File: config.mk
export PLATFORM = sky130hd
export DESIGN_NAME = swp_sweep_ctrl
export DESIGN_NICKNAME = d
export VERILOG_FILES = /design/src/swp_settle_timer.v /design/src/swp_i2c_slave.v /design/src/swp_sweep_ctrl.v
export VERILOG_INCLUDE_DIRS = /design/src
export SDC_FILE = /design/constraint.sdc
export NUM_CORES = 1
export LEC_CHECK = 0
export BUFFER_PORTS_ARGS = -buffer_cell sky130_fd_sc_hd__buf_2
export CAP_MARGIN = 20
export CELL_PAD_IN_SITES_DETAIL_PLACEMENT = 0
export CELL_PAD_IN_SITES_GLOBAL_PLACEMENT = 2
export CORE_AREA = 2 2 145 147
export CTS_BUF_LIST = sky130_fd_sc_hd__clkbuf_4 sky130_fd_sc_hd__clkbuf_8
export DETAILED_ROUTE_END_ITERATION = 12
export DIE_AREA = 0 0 147 149
export GPL_TIMING_DRIVEN = 0
export PLACE_DENSITY = 0.95
export SLEW_MARGIN = 10
export SYNTH_ARGS = -nofsm -noshare
export SYNTH_HDL_FRONTEND = slang
export SYNTH_SLANG_ARGS = --single-unit
File: constraint.sdc
create_clock -name core_clk_i -period 4.94 [get_ports core_clk_i]
set_clock_uncertainty 0.05 [all_clocks]
set_input_delay 0.494 -clock core_clk_i [delete_from_list [all_inputs] [get_ports core_clk_i]]
set_output_delay 0.494 -clock core_clk_i [all_outputs]
set_load 0.01 [all_outputs]
File: src/swp_defs.vh
`ifndef SWP_DEFS_VH
`define SWP_DEFS_VH

// byte register addresses
`define SWP_ADDR_CTRL_HI 8'h80
`define SWP_ADDR_CTRL_LO 8'h81
`define SWP_ADDR_PTS_HI 8'h88
`define SWP_ADDR_PTS_LO 8'h89
`define SWP_ADDR_SETTLE_HI 8'h8a
`define SWP_ADDR_SETTLE_LO 8'h8b
`define SWP_ADDR_STATUS 8'h8f
`define SWP_ADDR_TEMP_HI 8'h92
`define SWP_ADDR_TEMP_LO 8'h93
`define SWP_ADDR_REAL_HI 8'h94
`define SWP_ADDR_REAL_LO 8'h95
`define SWP_ADDR_IMAG_HI 8'h96
`define SWP_ADDR_IMAG_LO 8'h97

// control word
`define SWP_CTRL_RESET_VAL 16'ha000
`define SWP_CMD_INIT 4'h1
`define SWP_CMD_START 4'h2
`define SWP_CMD_INC 4'h3
`define SWP_CMD_REPEAT 4'h4
`define SWP_CMD_TEMP 4'h9
`define SWP_CTRL_RST_BIT 4

// settling multiplier codes
`define SWP_MULT_X1 2'b00
`define SWP_MULT_X2 2'b01
`define SWP_MULT_RSVD 2'b10
`define SWP_MULT_X4 2'b11

// status bit positions
`define SWP_STAT_TEMP_BIT 0
`define SWP_STAT_POINT_BIT 1
`define SWP_STAT_SWEEP_BIT 2

// serial bus
`define SWP_I2C_ADDR 7'h0d
`define SWP_I2C_PTR_CMD 8'hb0

// converter samples per point
`define SWP_SAMPLES 1024

`endif

File: src/swp_settle_timer.v
`timescale 1ns/1ps
`default_nettype none
`include "swp_defs.vh"

module swp_settle_timer (
  input wire core_clk_i, // system clock
  input wire rst_n_i, // sync reset, active low
  input wire load_i, // start a settling wait
  input wire abort_i, // drop a running wait
  input wire [8:0] base_i, // base cycle count
  input wire [1:0] mult_i, // multiplier code
  input wire tick_i, // one pulse per excitation cycle
  output reg done_o // one-cycle pulse when the wait ends
);

  reg run_q;
  reg [10:0] cnt_q;
  reg [10:0] total;

  always @* begin
    case (mult_i)
      `SWP_MULT_X2: total = {1'b0, base_i, 1'b0}; // RL7
      `SWP_MULT_X4: total = {base_i, 2'b00}; // RL8
      default: total = {2'b00, base_i}; // RL22
    endcase
  end

  always @(posedge core_clk_i) begin
    if (!rst_n_i) begin
      run_q <= 1'b0;
      cnt_q <= 11'h000;
      done_o <= 1'b0;
    end else begin
      done_o <= 1'b0;
      if (load_i) begin
        run_q <= 1'b1;
        cnt_q <= total;
      end else if (abort_i) begin
        run_q <= 1'b0;
      end else if (run_q) begin
        if (cnt_q == 11'h000) begin
          run_q <= 1'b0;
          done_o <= 1'b1; // RL5
        end else if (tick_i) begin
          cnt_q <= cnt_q - 11'h001;
        end
      end
    end
  end

endmodule // swp_settle_timer

`default_nettype wire

File: src/swp_i2c_slave.v
`timescale 1ns/1ps
`default_nettype none
`include "swp_defs.vh"

module swp_i2c_slave #(
  parameter [6:0] SLV_ADDR = `SWP_I2C_ADDR
) (
  input wire core_clk_i, // system clock
  input wire rst_n_i, // sync reset, active low
  input wire scl_i, // serial clock pin
  input wire sda_i, // serial data pin, input side
  output wire sda_o, // serial data output level (always low)
  output reg sda_oe_o, // pulls data line low when high
  output reg wr_en_o, // one-cycle register write strobe
  output reg [7:0] wr_addr_o, // write address
  output reg [7:0] wr_data_o, // write data
  output reg [7:0] rd_addr_o, // address pointer for reads
  input wire [7:0] rd_data_i // read data at the pointer
);

  localparam [2:0] I_IDLE = 3'd0;
  localparam [2:0] I_ADDR = 3'd1;
  localparam [2:0] I_ACK = 3'd2;
  localparam [2:0] I_WR = 3'd3;
  localparam [2:0] I_RD = 3'd4;
  localparam [2:0] I_RACK = 3'd5;

  reg scl_m, scl_s, scl_p, sda_m, sda_s, sda_p;
  reg [2:0] st_q;
  reg [2:0] cnt_q;
  reg [7:0] sr_q;
  reg [7:0] tx_q;
  reg rw_q, ack_on_q, first_q, ptr_mode_q;
  wire [7:0] byte_in;
  wire rise, fall, start_c, stop_c;

  assign sda_o = 1'b0;
  assign byte_in = {sr_q[6:0], sda_s};
  assign rise = scl_s & ~scl_p;
  assign fall = ~scl_s & scl_p;
  assign start_c = scl_s & scl_p & sda_p & ~sda_s;
  assign stop_c = scl_s & scl_p & ~sda_p & sda_s;

  // pins cross in through two flops before anything looks at them
  always @(posedge core_clk_i) begin
    if (!rst_n_i) begin
      {scl_m, scl_s, scl_p} <= 3'b111;
      {sda_m, sda_s, sda_p} <= 3'b111;
    end else begin
      {scl_m, scl_s, scl_p} <= {scl_i, scl_m, scl_s};
      {sda_m, sda_s, sda_p} <= {sda_i, sda_m, sda_s};
    end
  end

  always @(posedge core_clk_i) begin
    if (!rst_n_i) begin
      st_q <= I_IDLE;
      cnt_q <= 3'd0;
      sr_q <= 8'h00;
      tx_q <= 8'h00;
      rw_q <= 1'b0;
      ack_on_q <= 1'b0;
      first_q <= 1'b0;
      ptr_mode_q <= 1'b0;
      sda_oe_o <= 1'b0;
      wr_en_o <= 1'b0;
      wr_addr_o <= 8'h00;
      wr_data_o <= 8'h00;
      rd_addr_o <= 8'h00;
    end else begin
      wr_en_o <= 1'b0;
      if (start_c) begin
        st_q <= I_ADDR;
        cnt_q <= 3'd0;
        sda_oe_o <= 1'b0;
        first_q <= 1'b1;
        ptr_mode_q <= 1'b0;
      end else if (stop_c) begin
        st_q <= I_IDLE;
        sda_oe_o <= 1'b0;
      end else begin
        case (st_q)
          I_ADDR: if (rise) begin
            sr_q <= byte_in;
            cnt_q <= cnt_q + 3'd1;
            if (cnt_q == 3'd7) begin
              ack_on_q <= 1'b0;
              rw_q <= sda_s;
              st_q <= (sr_q[6:0] == SLV_ADDR) ? I_ACK : I_IDLE;
            end
          end
          I_ACK: if (fall) begin
            if (!ack_on_q) begin
              sda_oe_o <= 1'b1;
              ack_on_q <= 1'b1;
            end else begin
              ack_on_q <= 1'b0;
              cnt_q <= 3'd0;
              if (rw_q) begin
                sda_oe_o <= ~rd_data_i[7];
                tx_q <= {rd_data_i[6:0], 1'b0};
                st_q <= I_RD;
              end else begin
                sda_oe_o <= 1'b0;
                st_q <= I_WR;
              end
            end
          end
          I_WR: if (rise) begin
            sr_q <= byte_in;
            cnt_q <= cnt_q + 3'd1;
            if (cnt_q == 3'd7) begin
              st_q <= I_ACK;
              if (first_q) begin
                first_q <= 1'b0;
                if (byte_in == `SWP_I2C_PTR_CMD)
                  ptr_mode_q <= 1'b1;
                else
                  rd_addr_o <= byte_in;
              end else if (ptr_mode_q) begin
                ptr_mode_q <= 1'b0;
                rd_addr_o <= byte_in;
              end else begin
                wr_en_o <= 1'b1;
                wr_addr_o <= rd_addr_o;
                wr_data_o <= byte_in;
              end
            end
          end
          I_RD: begin
            if (rise) begin
              cnt_q <= cnt_q + 3'd1;
              if (cnt_q == 3'd7) begin
                ack_on_q <= 1'b0;
                st_q <= I_RACK;
              end
            end else if (fall) begin
              sda_oe_o <= ~tx_q[7];
              tx_q <= {tx_q[6:0], 1'b0};
            end
          end
          I_RACK: begin
            if (fall && !ack_on_q) begin
              sda_oe_o <= 1'b0;
              ack_on_q <= 1'b1;
            end else if (rise && ack_on_q) begin
              // master ack: next fall loads another byte from the same pointer
              st_q <= sda_s ? I_IDLE : I_ACK;
            end
          end
          default: st_q <= I_IDLE;
        endcase
      end
    end
  end

endmodule // swp_i2c_slave

`default_nettype wire

File: src/swp_sweep_ctrl.v
// How it works
// RL1: point count is nine bits, upper bits ignored
// RL2: host keeps increment count at most 511
// RL3: point count untouched by reset or command
// RL4: settle register untouched by reset or command
// RL5: wait settle cycles before starting conversion
// RL6: settle base is nine bits across two bytes
// RL7: multiplier field scales by one, two, four
// RL8: settle delay reaches 2044 excitation cycles
// RL9: take 1024 samples, then store results
// RL10: one point converts in roughly 1 ms
// RL11: point-valid flag set when processing ends
// RL12: point-valid cleared by reset and measure commands
// RL13: sweep-done flag set after final point
// RL14: sweep-done cleared by reset, start, reset command
// RL15: temperature flag set on done, cleared on command
// RL16: status bits three to seven read zero
// RL17: sweep extent from count, start, increment
// RL18: top control nibble decodes the commands
// RL19: reset command aborts sweep, keeps sweep values
// RL20: increment steps point, then waits settle cycles
// RL21: count steps, flag done after last step
// RL22: reserved multiplier code acts as unscaled
`timescale 1ns/1ps
`default_nettype none
`include "swp_defs.vh"

module swp_sweep_ctrl #(
  parameter SAMPLES = `SWP_SAMPLES
) (
  input wire core_clk_i, // 200 MHz system clock
  input wire rst_n_i, // sync reset, active low
  input wire scl_i, // serial clock pin
  input wire sda_i, // serial data pin, input side
  output wire sda_o, // serial data output level
  output wire sda_oe_o, // serial data drive enable
  input wire exc_tick_i, // one pulse per excitation cycle
  input wire adc_valid_i, // one pulse per converter sample
  input wire dft_done_i, // transform finished pulse
  input wire [15:0] dft_real_i, // real result
  input wire [15:0] dft_imag_i, // imaginary result
  input wire temp_done_i, // temperature conversion finished
  input wire [13:0] temp_data_i, // temperature result
  output reg dds_init_o, // load start frequency pulse
  output reg dds_step_o, // add frequency increment pulse
  output reg adc_start_o, // begin sampling pulse
  output reg dft_start_o, // begin transform pulse
  output reg temp_start_o, // begin temperature reading pulse
  output reg [15:0] ctrl_word_o, // control word for analog front end
  output wire sweep_busy_o // a point measurement is running
);

  localparam [2:0] S_IDLE = 3'd0;
  localparam [2:0] S_SETTLE = 3'd1;
  localparam [2:0] S_SAMPLE = 3'd2;
  localparam [2:0] S_PROC = 3'd3;
  localparam [2:0] S_HOLD = 3'd4;
  localparam integer LAST_SAMPLE_I = SAMPLES - 1;
  localparam [10:0] LAST_SAMPLE = LAST_SAMPLE_I[10:0];

  wire wr_en;
  wire [7:0] wr_addr;
  wire [7:0] wr_data;
  wire [7:0] rd_addr;
  reg [7:0] rd_data;
  wire settle_done;

  // sweep setup registers have no reset on purpose
  reg [8:0] points_q;
  reg [8:0] settle_base_q;
  reg [1:0] settle_mult_q;
  reg [15:0] real_q;
  reg [15:0] imag_q;
  reg [13:0] temp_q;

  reg [2:0] st_q;
  reg [8:0] step_cnt_q;
  reg [10:0] samp_cnt_q;
  reg temp_ok_q;
  reg point_ok_q;
  reg sweep_done_q;

  wire cmd_hit;
  wire [3:0] cmd;
  wire c_init, c_start, c_inc, c_rep, c_temp, c_rst, c_meas;
  wire point_fin;
  wire last_point;

  swp_i2c_slave u_bus (
    .core_clk_i(core_clk_i),
    .rst_n_i(rst_n_i),
    .scl_i(scl_i),
    .sda_i(sda_i),
    .sda_o(sda_o),
    .sda_oe_o(sda_oe_o),
    .wr_en_o(wr_en),
    .wr_addr_o(wr_addr),
    .wr_data_o(wr_data),
    .rd_addr_o(rd_addr),
    .rd_data_i(rd_data)
  );

  // command decode acts on the write of the high control byte; the reset command is bit 4 of the low byte
  assign cmd_hit = wr_en && (wr_addr == `SWP_ADDR_CTRL_HI);
  assign cmd = wr_data[7:4]; // RL18
  assign c_init = cmd_hit && (cmd == `SWP_CMD_INIT);
  assign c_start = cmd_hit && (cmd == `SWP_CMD_START);
  assign c_inc = cmd_hit && (cmd == `SWP_CMD_INC);
  assign c_rep = cmd_hit && (cmd == `SWP_CMD_REPEAT);
  assign c_temp = cmd_hit && (cmd == `SWP_CMD_TEMP);
  assign c_rst = wr_en && (wr_addr == `SWP_ADDR_CTRL_LO) && wr_data[`SWP_CTRL_RST_BIT];
  assign c_meas = c_start | c_inc | c_rep;

  assign point_fin = (st_q == S_PROC) && dft_done_i;
  // frequencies live in the synthesizer; only the step count is kept here
  assign last_point = (step_cnt_q == points_q); // RL17
  assign sweep_busy_o = (st_q == S_SETTLE) || (st_q == S_SAMPLE) || (st_q == S_PROC);

  swp_settle_timer u_settle (
    .core_clk_i(core_clk_i),
    .rst_n_i(rst_n_i),
    .load_i(c_meas),
    .abort_i(c_rst | c_init),
    .base_i(settle_base_q),
    .mult_i(settle_mult_q),
    .tick_i(exc_tick_i),
    .done_o(settle_done)
  );

  // control word and setup registers
  always @(posedge core_clk_i) begin
    if (!rst_n_i) begin
      ctrl_word_o <= `SWP_CTRL_RESET_VAL;
    end else if (wr_en) begin
      if (wr_addr == `SWP_ADDR_CTRL_HI)
        ctrl_word_o[15:8] <= wr_data;
      if (wr_addr == `SWP_ADDR_CTRL_LO)
        ctrl_word_o[7:0] <= wr_data;
    end
  end

  always @(posedge core_clk_i) begin // RL3 RL4
    if (wr_en) begin
      case (wr_addr)
        `SWP_ADDR_PTS_HI: points_q[8] <= wr_data[0]; // RL1
        `SWP_ADDR_PTS_LO: points_q[7:0] <= wr_data; // RL1
        `SWP_ADDR_SETTLE_HI: begin
          settle_base_q[8] <= wr_data[0]; // RL6
          settle_mult_q <= wr_data[2:1]; // RL7
        end
        `SWP_ADDR_SETTLE_LO: settle_base_q[7:0] <= wr_data; // RL6
        default: ;
      endcase
    end
  end

  // results survive reset, like the setup registers
  always @(posedge core_clk_i) begin
    if (point_fin) begin
      real_q <= dft_real_i; // RL9
      imag_q <= dft_imag_i; // RL9
    end
    if (temp_done_i)
      temp_q <= temp_data_i;
  end

  // point sequencer
  always @(posedge core_clk_i) begin
    if (!rst_n_i) begin
      st_q <= S_IDLE;
      step_cnt_q <= 9'h000;
      samp_cnt_q <= 11'h000;
      dds_init_o <= 1'b0;
      dds_step_o <= 1'b0;
      adc_start_o <= 1'b0;
      dft_start_o <= 1'b0;
    end else begin
      dds_init_o <= c_init;
      dds_step_o <= c_inc; // RL20
      adc_start_o <= 1'b0;
      dft_start_o <= 1'b0;
      if (c_rst || c_init) begin
        st_q <= S_IDLE; // RL19
      end else if (c_meas) begin
        st_q <= S_SETTLE; // RL5
        if (c_start)
          step_cnt_q <= 9'h000;
        else if (c_inc)
          step_cnt_q <= step_cnt_q + 9'h001; // RL21
      end else begin
        case (st_q)
          S_SETTLE: if (settle_done) begin
            st_q <= S_SAMPLE;
            samp_cnt_q <= 11'h000;
            adc_start_o <= 1'b1; // RL5
          end
          S_SAMPLE: if (adc_valid_i) begin
            samp_cnt_q <= samp_cnt_q + 11'h001;
            // at 1 MSPS the sample run sets the roughly 1 ms point time
            if (samp_cnt_q == LAST_SAMPLE) begin
              st_q <= S_PROC; // RL10
              dft_start_o <= 1'b1; // RL9
            end
          end
          S_PROC: if (dft_done_i)
            st_q <= S_HOLD;
          S_HOLD: st_q <= S_HOLD;
          S_IDLE: st_q <= S_IDLE;
          default: st_q <= S_IDLE;
        endcase
      end
    end
  end

  // status flags: a set arriving with a clearing command wins
  always @(posedge core_clk_i) begin
    if (!rst_n_i) begin
      temp_ok_q <= 1'b0;
      point_ok_q <= 1'b0; // RL12
      sweep_done_q <= 1'b0; // RL14
      temp_start_o <= 1'b0;
    end else begin
      temp_start_o <= c_temp;
      temp_ok_q <= temp_done_i | (temp_ok_q & ~c_temp); // RL15
      point_ok_q <= point_fin | (point_ok_q & ~(c_meas | c_rst)); // RL11 RL12
      sweep_done_q <= (point_fin & last_point) | (sweep_done_q & ~(c_start | c_rst)); // RL13 RL14
    end
  end

  // read mux; reserved status bits read as zero
  always @* begin
    case (rd_addr)
      `SWP_ADDR_CTRL_HI: rd_data = ctrl_word_o[15:8];
      `SWP_ADDR_CTRL_LO: rd_data = ctrl_word_o[7:0];
      `SWP_ADDR_PTS_HI: rd_data = {7'h00, points_q[8]};
      `SWP_ADDR_PTS_LO: rd_data = points_q[7:0];
      `SWP_ADDR_SETTLE_HI: rd_data = {5'h00, settle_mult_q, settle_base_q[8]};
      `SWP_ADDR_SETTLE_LO: rd_data = settle_base_q[7:0];
      `SWP_ADDR_STATUS: rd_data = {5'h00, sweep_done_q, point_ok_q, temp_ok_q}; // RL16
      `SWP_ADDR_TEMP_HI: rd_data = {2'b00, temp_q[13:8]};
      `SWP_ADDR_TEMP_LO: rd_data = temp_q[7:0];
      `SWP_ADDR_REAL_HI: rd_data = real_q[15:8];
      `SWP_ADDR_REAL_LO: rd_data = real_q[7:0];
      `SWP_ADDR_IMAG_HI: rd_data = imag_q[15:8];
      `SWP_ADDR_IMAG_LO: rd_data = imag_q[7:0];
      default: rd_data = 8'h00;
    endcase
  end

endmodule // swp_sweep_ctrl

`default_nettype wire

; After elaboration in Yosys (flattened, before gate mapping)
; Index checks and enable logic that the tools add are counted.
[word_totals]
regBits = 183
inputBits = 54
elab_cells = 306
[op_classes]
add_sub_neg = 4
eq_ne = 80
muxes = 73
bitwise = 42
n_reduce_logical = 62
[ops]
columns = cell, n
row1 = "equality test 8 bit, second input constant", 20
row2 = one-hot mux 8 bit (13 select lines), 1
row3 = two-way mux 11 bit, 7
row4 = two-way mux 8 bit, 8
row5 = two-way mux 3 bit, 18
row6 = one-hot mux 11 bit (2 select lines), 2
row7 = "!= test 2 x 1 -> 1 bit, second input constant", 18
row8 = "!= test 4 x 1 -> 1 bit, second input constant", 9
row9 = two-way mux 1 bit, 27
row10 = AND reduction 5 bit, 5
row11 = NOT 1 bit, 23
row12 = AND reduction 7 bit, 3
row13 = AND reduction 10 bit, 2
row14 = AND reduction 4 bit, 5
row15 = nonzero test 2 bit, 10
row16 = two-way mux 9 bit, 2
row17 = "!= test 2 bit, second input constant", 8
row18 = one-hot mux 8 bit (2 select lines), 1
row19 = one-hot mux 3 bit (5 select lines), 1
row20 = "equality test 3 x 2 -> 1 bit, second input constant", 4
row21 = "equality test 3 bit, second input constant", 4
row22 = one-hot mux 3 bit (4 select lines), 1
row23 = AND reduction 2 bit, 6
row24 = "adder 11 x 1 -> 11 bit, second input constant", 1
row25 = other kinds (33), 75

; Logic depth before layout (Yosys ltp)
[depth]
ltp_word = 9
mapped_depth = 9
ltp_nobuf = 7

; Cells and area by module
; From an unflattened synthesis, not the netlist that was laid out.
[unflattened]
hier_cells = 873
hier_area_um2 = 8652.0
[by_module_without_submodules]
columns = mod, instances, cells_each, area_each_um2, seq_area_each_um2
row1 = swp_sweep_ctrl, 1, 456, 5166.2, 2922.8
row2 = swp_i2c_slave, 1, 302, 2575.0, 1121.1
row3 = swp_settle_timer, 1, 115, 910.9, 260.2

; Least setup slack after synthesis
; Ideal clock, no wire load.
[synth_path]
path_kind = input to register
start = input port dft_done_i
end = register sweep_done_q
t_arrival_ps = 2792
t_required_ps = 4819
setup_slack_ps = 2027
cell_stages = 5
cell_sequence = nand2_1 > nor2_1 > nand4_1 > or4_1 > a21oi_1
[synth_between]
elab_chain_cells = 3
[synth_lines]
columns = item, line
row1 = start: declaration, swp_sweep_ctrl.v:39  ; input wire dft_done_i,
row2 = logical AND 1 bit, swp_sweep_ctrl.v:114  ; assign point_fin = (st_q == S_PROC) && dft_done_i;
row3 = via point_fin, swp_sweep_ctrl.v:86  ; wire point_fin;
row4 = AND 1 bit, swp_sweep_ctrl.v:226  ; sweep_done_q <= (point_fin & last_point) | (sweep_done_q & ~(c_start | c_rst));
row5 = OR 1 bit, swp_sweep_ctrl.v:226
row6 = end signal: assignment, swp_sweep_ctrl.v:226
row7 = end: declaration, swp_sweep_ctrl.v:81  ; reg sweep_done_q;
; The timed path passes the listed nets, and every way through them passes these cells.
; A chain may end at the register's enable or synchronous reset.

; Final worst setup path
[layout_path]
start = register u_bus.rd_addr_o[7]
end = register u_bus.tx_q[7]
[layout_between]
elab_chain_cells = 6
[layout_lines]
columns = item, line
row1 = start: declaration, swp_i2c_slave.v:17  ; output reg [7:0] rd_addr_o,
row2 = start signal: assignment, swp_i2c_slave.v:119  ; rd_addr_o <= byte_in;
row3 = start signal: assignment, swp_i2c_slave.v:122  ; rd_addr_o <= byte_in;
row4 = equality test 8 bit, swp_sweep_ctrl.v:232  ; case (rd_addr)
row5 = one-hot mux 8 bit (13 select lines) (*), swp_sweep_ctrl.v:232
row6 = two-way mux 8 bit (*), swp_i2c_slave.v:99  ; if (rw_q) begin
row7 = two-way mux 8 bit (*), swp_i2c_slave.v:93  ; if (!ack_on_q) begin
row8 = two-way mux 8 bit (*), swp_i2c_slave.v:92  ; I_ACK: if (fall) begin
row9 = one-hot mux 8 bit (2 select lines) (*), swp_i2c_slave.v:82  ; case (st_q)
row10 = end signal: assignment, swp_i2c_slave.v:101  ; tx_q <= {rd_data_i[6:0], 1'b0};
row11 = end signal: assignment, swp_i2c_slave.v:139  ; tx_q <= {tx_q[6:0], 1'b0};
row12 = end: declaration, swp_i2c_slave.v:32  ; reg [7:0] tx_q;
; Every way passes the cells marked *; elsewhere a longest branch is shown, timed or not. The select of a mux whose other input is x is not followed.

==> flow_summary.yaml <==
outcome:
  status: "finished clean"
clock_tree:
  post-cts-setup-buffer-count: 0
  ctsResizeCount: 0
  root_buffer: "clkbuf_8"
  cts.sinks: 182
  cts_buffer_depth: 2
  cts_tree: "yes"
  numCtsBuffers: 17
  clkTransAtPathRegs_ps: 100
  clock_latency_ps: 480
  htreeDepth: 4
  cts-hold-fix-buffers: 0
logic_synthesis:
  synth_top_area_frac: 0.268
  netlist_top_cells_count: "116 x dfxtp_1, 103 x nor2_1, 66 x edfxtp_1, 65 x mux2i_1, 48 x nand2_1"
  yosys-top-cells-area: "dfxtp_1 27%, edfxtp_1 23%, mux2i_1 7.5%"
  yosys_warnings: 0
  ys_seq_area_frac: 0.497
  synth.most_common_cell: "dfxtp_1"
  syn_inst: 863
  synth_cell_types: 84
  synth-seq-cells: 182
  synth_ff_type: "dfxtp_1"
  avgSynthCellArea_um2: 10.0
  syn_area_um2: 8660
  synth-edff-count: 66
  yosys.area.top_type: "dfxtp_1"
  synth_fp_nets: 924
  async_flop_share: 0
power_and_ir_drop:
  power_density_nw_per_um2: 270
  vdd.ir_drop.worst_mv: 0.229
  leakage_nw: 3.54
sta:
  max_freq_mhz: 362
  maxSlewViolCount: 0
  final.period_utilization: 0.559
  hold_viol: 0
  relSlewSlack: 0.351
  setup_slack_ps: 2180
  min_period_ps: 2760
  rsz0062_at_grt: "no"
  tightest_slew_ps: 971
  finalSetupTns_ps: 0
  finalSetupViolCount: 0
detailed_routing:
  dr.pass1.iters: 5
  drc: 0
  dr.first_iter.drc_count: 514
  via_count: 6940
  ant_nets: 0
  drt-vias-per-instance: 5.57
  wl_per_cell_um: 19.7
  wl_mm: 24.6
critical_path:
  r2r_end: "u_bus.tx_q[7]$_SDFFE_PN0P_"
  worstPathRequired_ps: 5290
  critical_path_arrival_ps: 3110
  worst_setup_path_end_kind: "register"
  worstPathCellList: "nor3b_1 -> o2111ai_1 -> a311o_1 -> a41oi_2"
  r2r_cells: 4
  cpLargestDelayFamily: "compound AO/OA/AOI/OAI gates"
  crit_slowest_cell: "nor3b_1"
  cpPeakStageDelay_ps: 820
  path_buf_inv: 0
  worst-path-max-fanout: 9
  cp-start-kind: "register"
  regToRegStartpoint: "u_bus.rd_addr_o[7]$_SDFFE_PN0P_"
  path_class: "register to register"
  r2r_slack_ps: 2180
floorplanning:
  core_um2: 20600
  dieWidth_um: 147
  fp-row-count: 53
  die_area_um2: 21900
  ios: 78
  die_h_um: 149
  initial_utilization: 0.421
grt:
  use_met1: 0.305
  grt.overflow.total: 0
  top_usage_layer: "met2"
  grt_pass1_vias: 6829
  use_met2: 0.377
  met3_usage: 0.0462
  grt_max_degree: 30
  grt_usage: 0.229
  antenna_found_initial: 0
  grt_pass1_wl_mm: 38.5
final_layout:
  nets: 1020
  area_growth_pct: 13.0
  antennaDiodeCount: 0
  fillerInstances: 1991
  drive_above_1_share: 0.156
placement:
  preCtsSetupSlack_ps: 2190
  dpl.hpwl_mm: 18.0
  gp_congestion: 0.874
  io_buffers: 75
worst_hold_path:
  hold_start: "dft_real_i[5]"
  holdPathStages: 1
  hold_class: "input port to register"
  holdPathEnd: "real_q[5]$_DFFE_PP_"
run:
  cap_violations: 0
[layout make-up]
class | instances | area [um^2] | share of cell area
flip-flops and latches | 182 | 4300 | 0.440
multi-input cells | 606 | 4050 | 0.414
repair buffers | 77 | 400 | 0.0409
well taps | 275 | 344 | 0.0352
clock buffers | 21 | 277 | 0.0283
plain buffers | 58 | 249 | 0.0254
clock inverters | 11 | 98.8 | 0.0101
inverters | 17 | 63.8 | 0.00652
[worst max path at each step]
stage                                              to  depth (start not counted)  slack (ps)                             from
after floorplan               sweep_done_q$_SDFF_PN0_                          5        2030                       dft_done_i
after CTS                 u_bus.sda_oe_o$_SDFFE_PP0P_                          7        2180  u_bus.rd_addr_o[1]$_SDFFE_PN0P_
after global routing       samp_cnt_q[2]$_SDFFE_PN0P_                          7        1880  u_bus.wr_data_o[4]$_SDFFE_PN0P_
after global placement        sweep_done_q$_SDFF_PN0_                          6         960                       dft_done_i
after detailed placement   samp_cnt_q[1]$_SDFFE_PN0P_                          7        2190  u_bus.wr_data_o[4]$_SDFFE_PN0P_
final                      u_bus.tx_q[7]$_SDFFE_PN0P_                          4        2180  u_bus.rd_addr_o[7]$_SDFFE_PN0P_
[metal layers]
layer  vias up  share of wire
met3        31          0.052
met4         0          0.021
met1      3361           0.45
li1       3374              -
met5         -              0
met2       174           0.48
[logic make-up (layout without fill, tap and decap cells)]
kind of cell / count (synthesis) / count (layout) / share of synthesized area
and+or+nand+nor: 341 / 341 / 0.217
DFF: 182 / 182 / 0.497
AOI/OAI and AO/OA: 152 / 152 / 0.119
muxes: 77 / 77 / 0.0921
buffers and inverters: 75 / 184 / 0.0361
xor gates and xnor gates: 28 / 28 / 0.0283
adders and majority gates: 7 / 7 / 0.0101
other: 1 / 1 / 0.000433
[layout by cell type, fill, tap and decap left out, types with 7 or more instances in the layout]
cell type / instances
nand2b_1: 17
a211oi_1: 10
a21oi_1: 31
nor2_1: 102
nor2b_1: 11
buf_2: 89
and3_1: 8
a31oi_1: 11
nand3b_1: 11
mux2i_1: 65
dfxtp_1: 116
xnor2_1: 8
xor2_1: 20
clkbuf_1: 37
nand2_1: 48
o21ai_1: 12
nand3_1: 34
o21ai_0: 21
clkbuf_8: 19
nor3_1: 15
and2_1: 10
nand4_1: 30
edfxtp_1: 66
o211ai_1: 7
ha_1: 7
nor3b_1: 7
mux2_2: 11
inv_1: 16
[registers in the layout (all words and copies together), names as in the netlist, 7 cells and up]
| signal | count |
|---|---|
| ctrl_word_o | 16 |
| settle_base_q | 9 |
| real_q | 16 |
| u_bus.sr_q | 7 |
| u_bus.rd_addr_o | 8 |
| u_settle.cnt_q | 11 |
| step_cnt_q | 9 |
| imag_q | 16 |
| u_bus.wr_addr_o | 8 |
| u_bus.tx_q | 7 |
| points_q | 9 |
| u_bus.wr_data_o | 8 |
| samp_cnt_q | 11 |
| temp_q | 14 |
[worst reg2reg max path, delay by kind of cell, from the launching register on]
family	cells	cell delay, ps
and+or+nand+nor	1	820
AOI/OAI and AO/OA	3	1370
DFF	1	450
[power breakdown]
group | switching, mW | internal [mW] | leakage [nW]
sequential | 0.00638 | 1.56 | 1.55
clock | 0.545 | 0.439 | 0.202
combinational | 0.0588 | 0.0342 | 1.80
[through the flow]
| step | util | instances | power [mW] | hold slack, ps | cell area (um^2) |
|---|---|---|---|---|---|
| after detailed placement | 0.458 | 1215 | 1.70 | 342 | 9410 |
| after floorplan | - | 863 | 1.65 | 336 | 8660 |
| after CTS | 0.476 | 1247 | 2.66 | 125 | 9790 |
| after global routing | 0.476 | 1247 | 2.73 | 122 | 9790 |
| after global placement | 0.456 | 1213 | 1.69 | 343 | 9380 |
| final | 0.476 | 1247 | 2.64 | 143 | 9790 |
No activity file was read; power rests on OpenSTA's default activity.
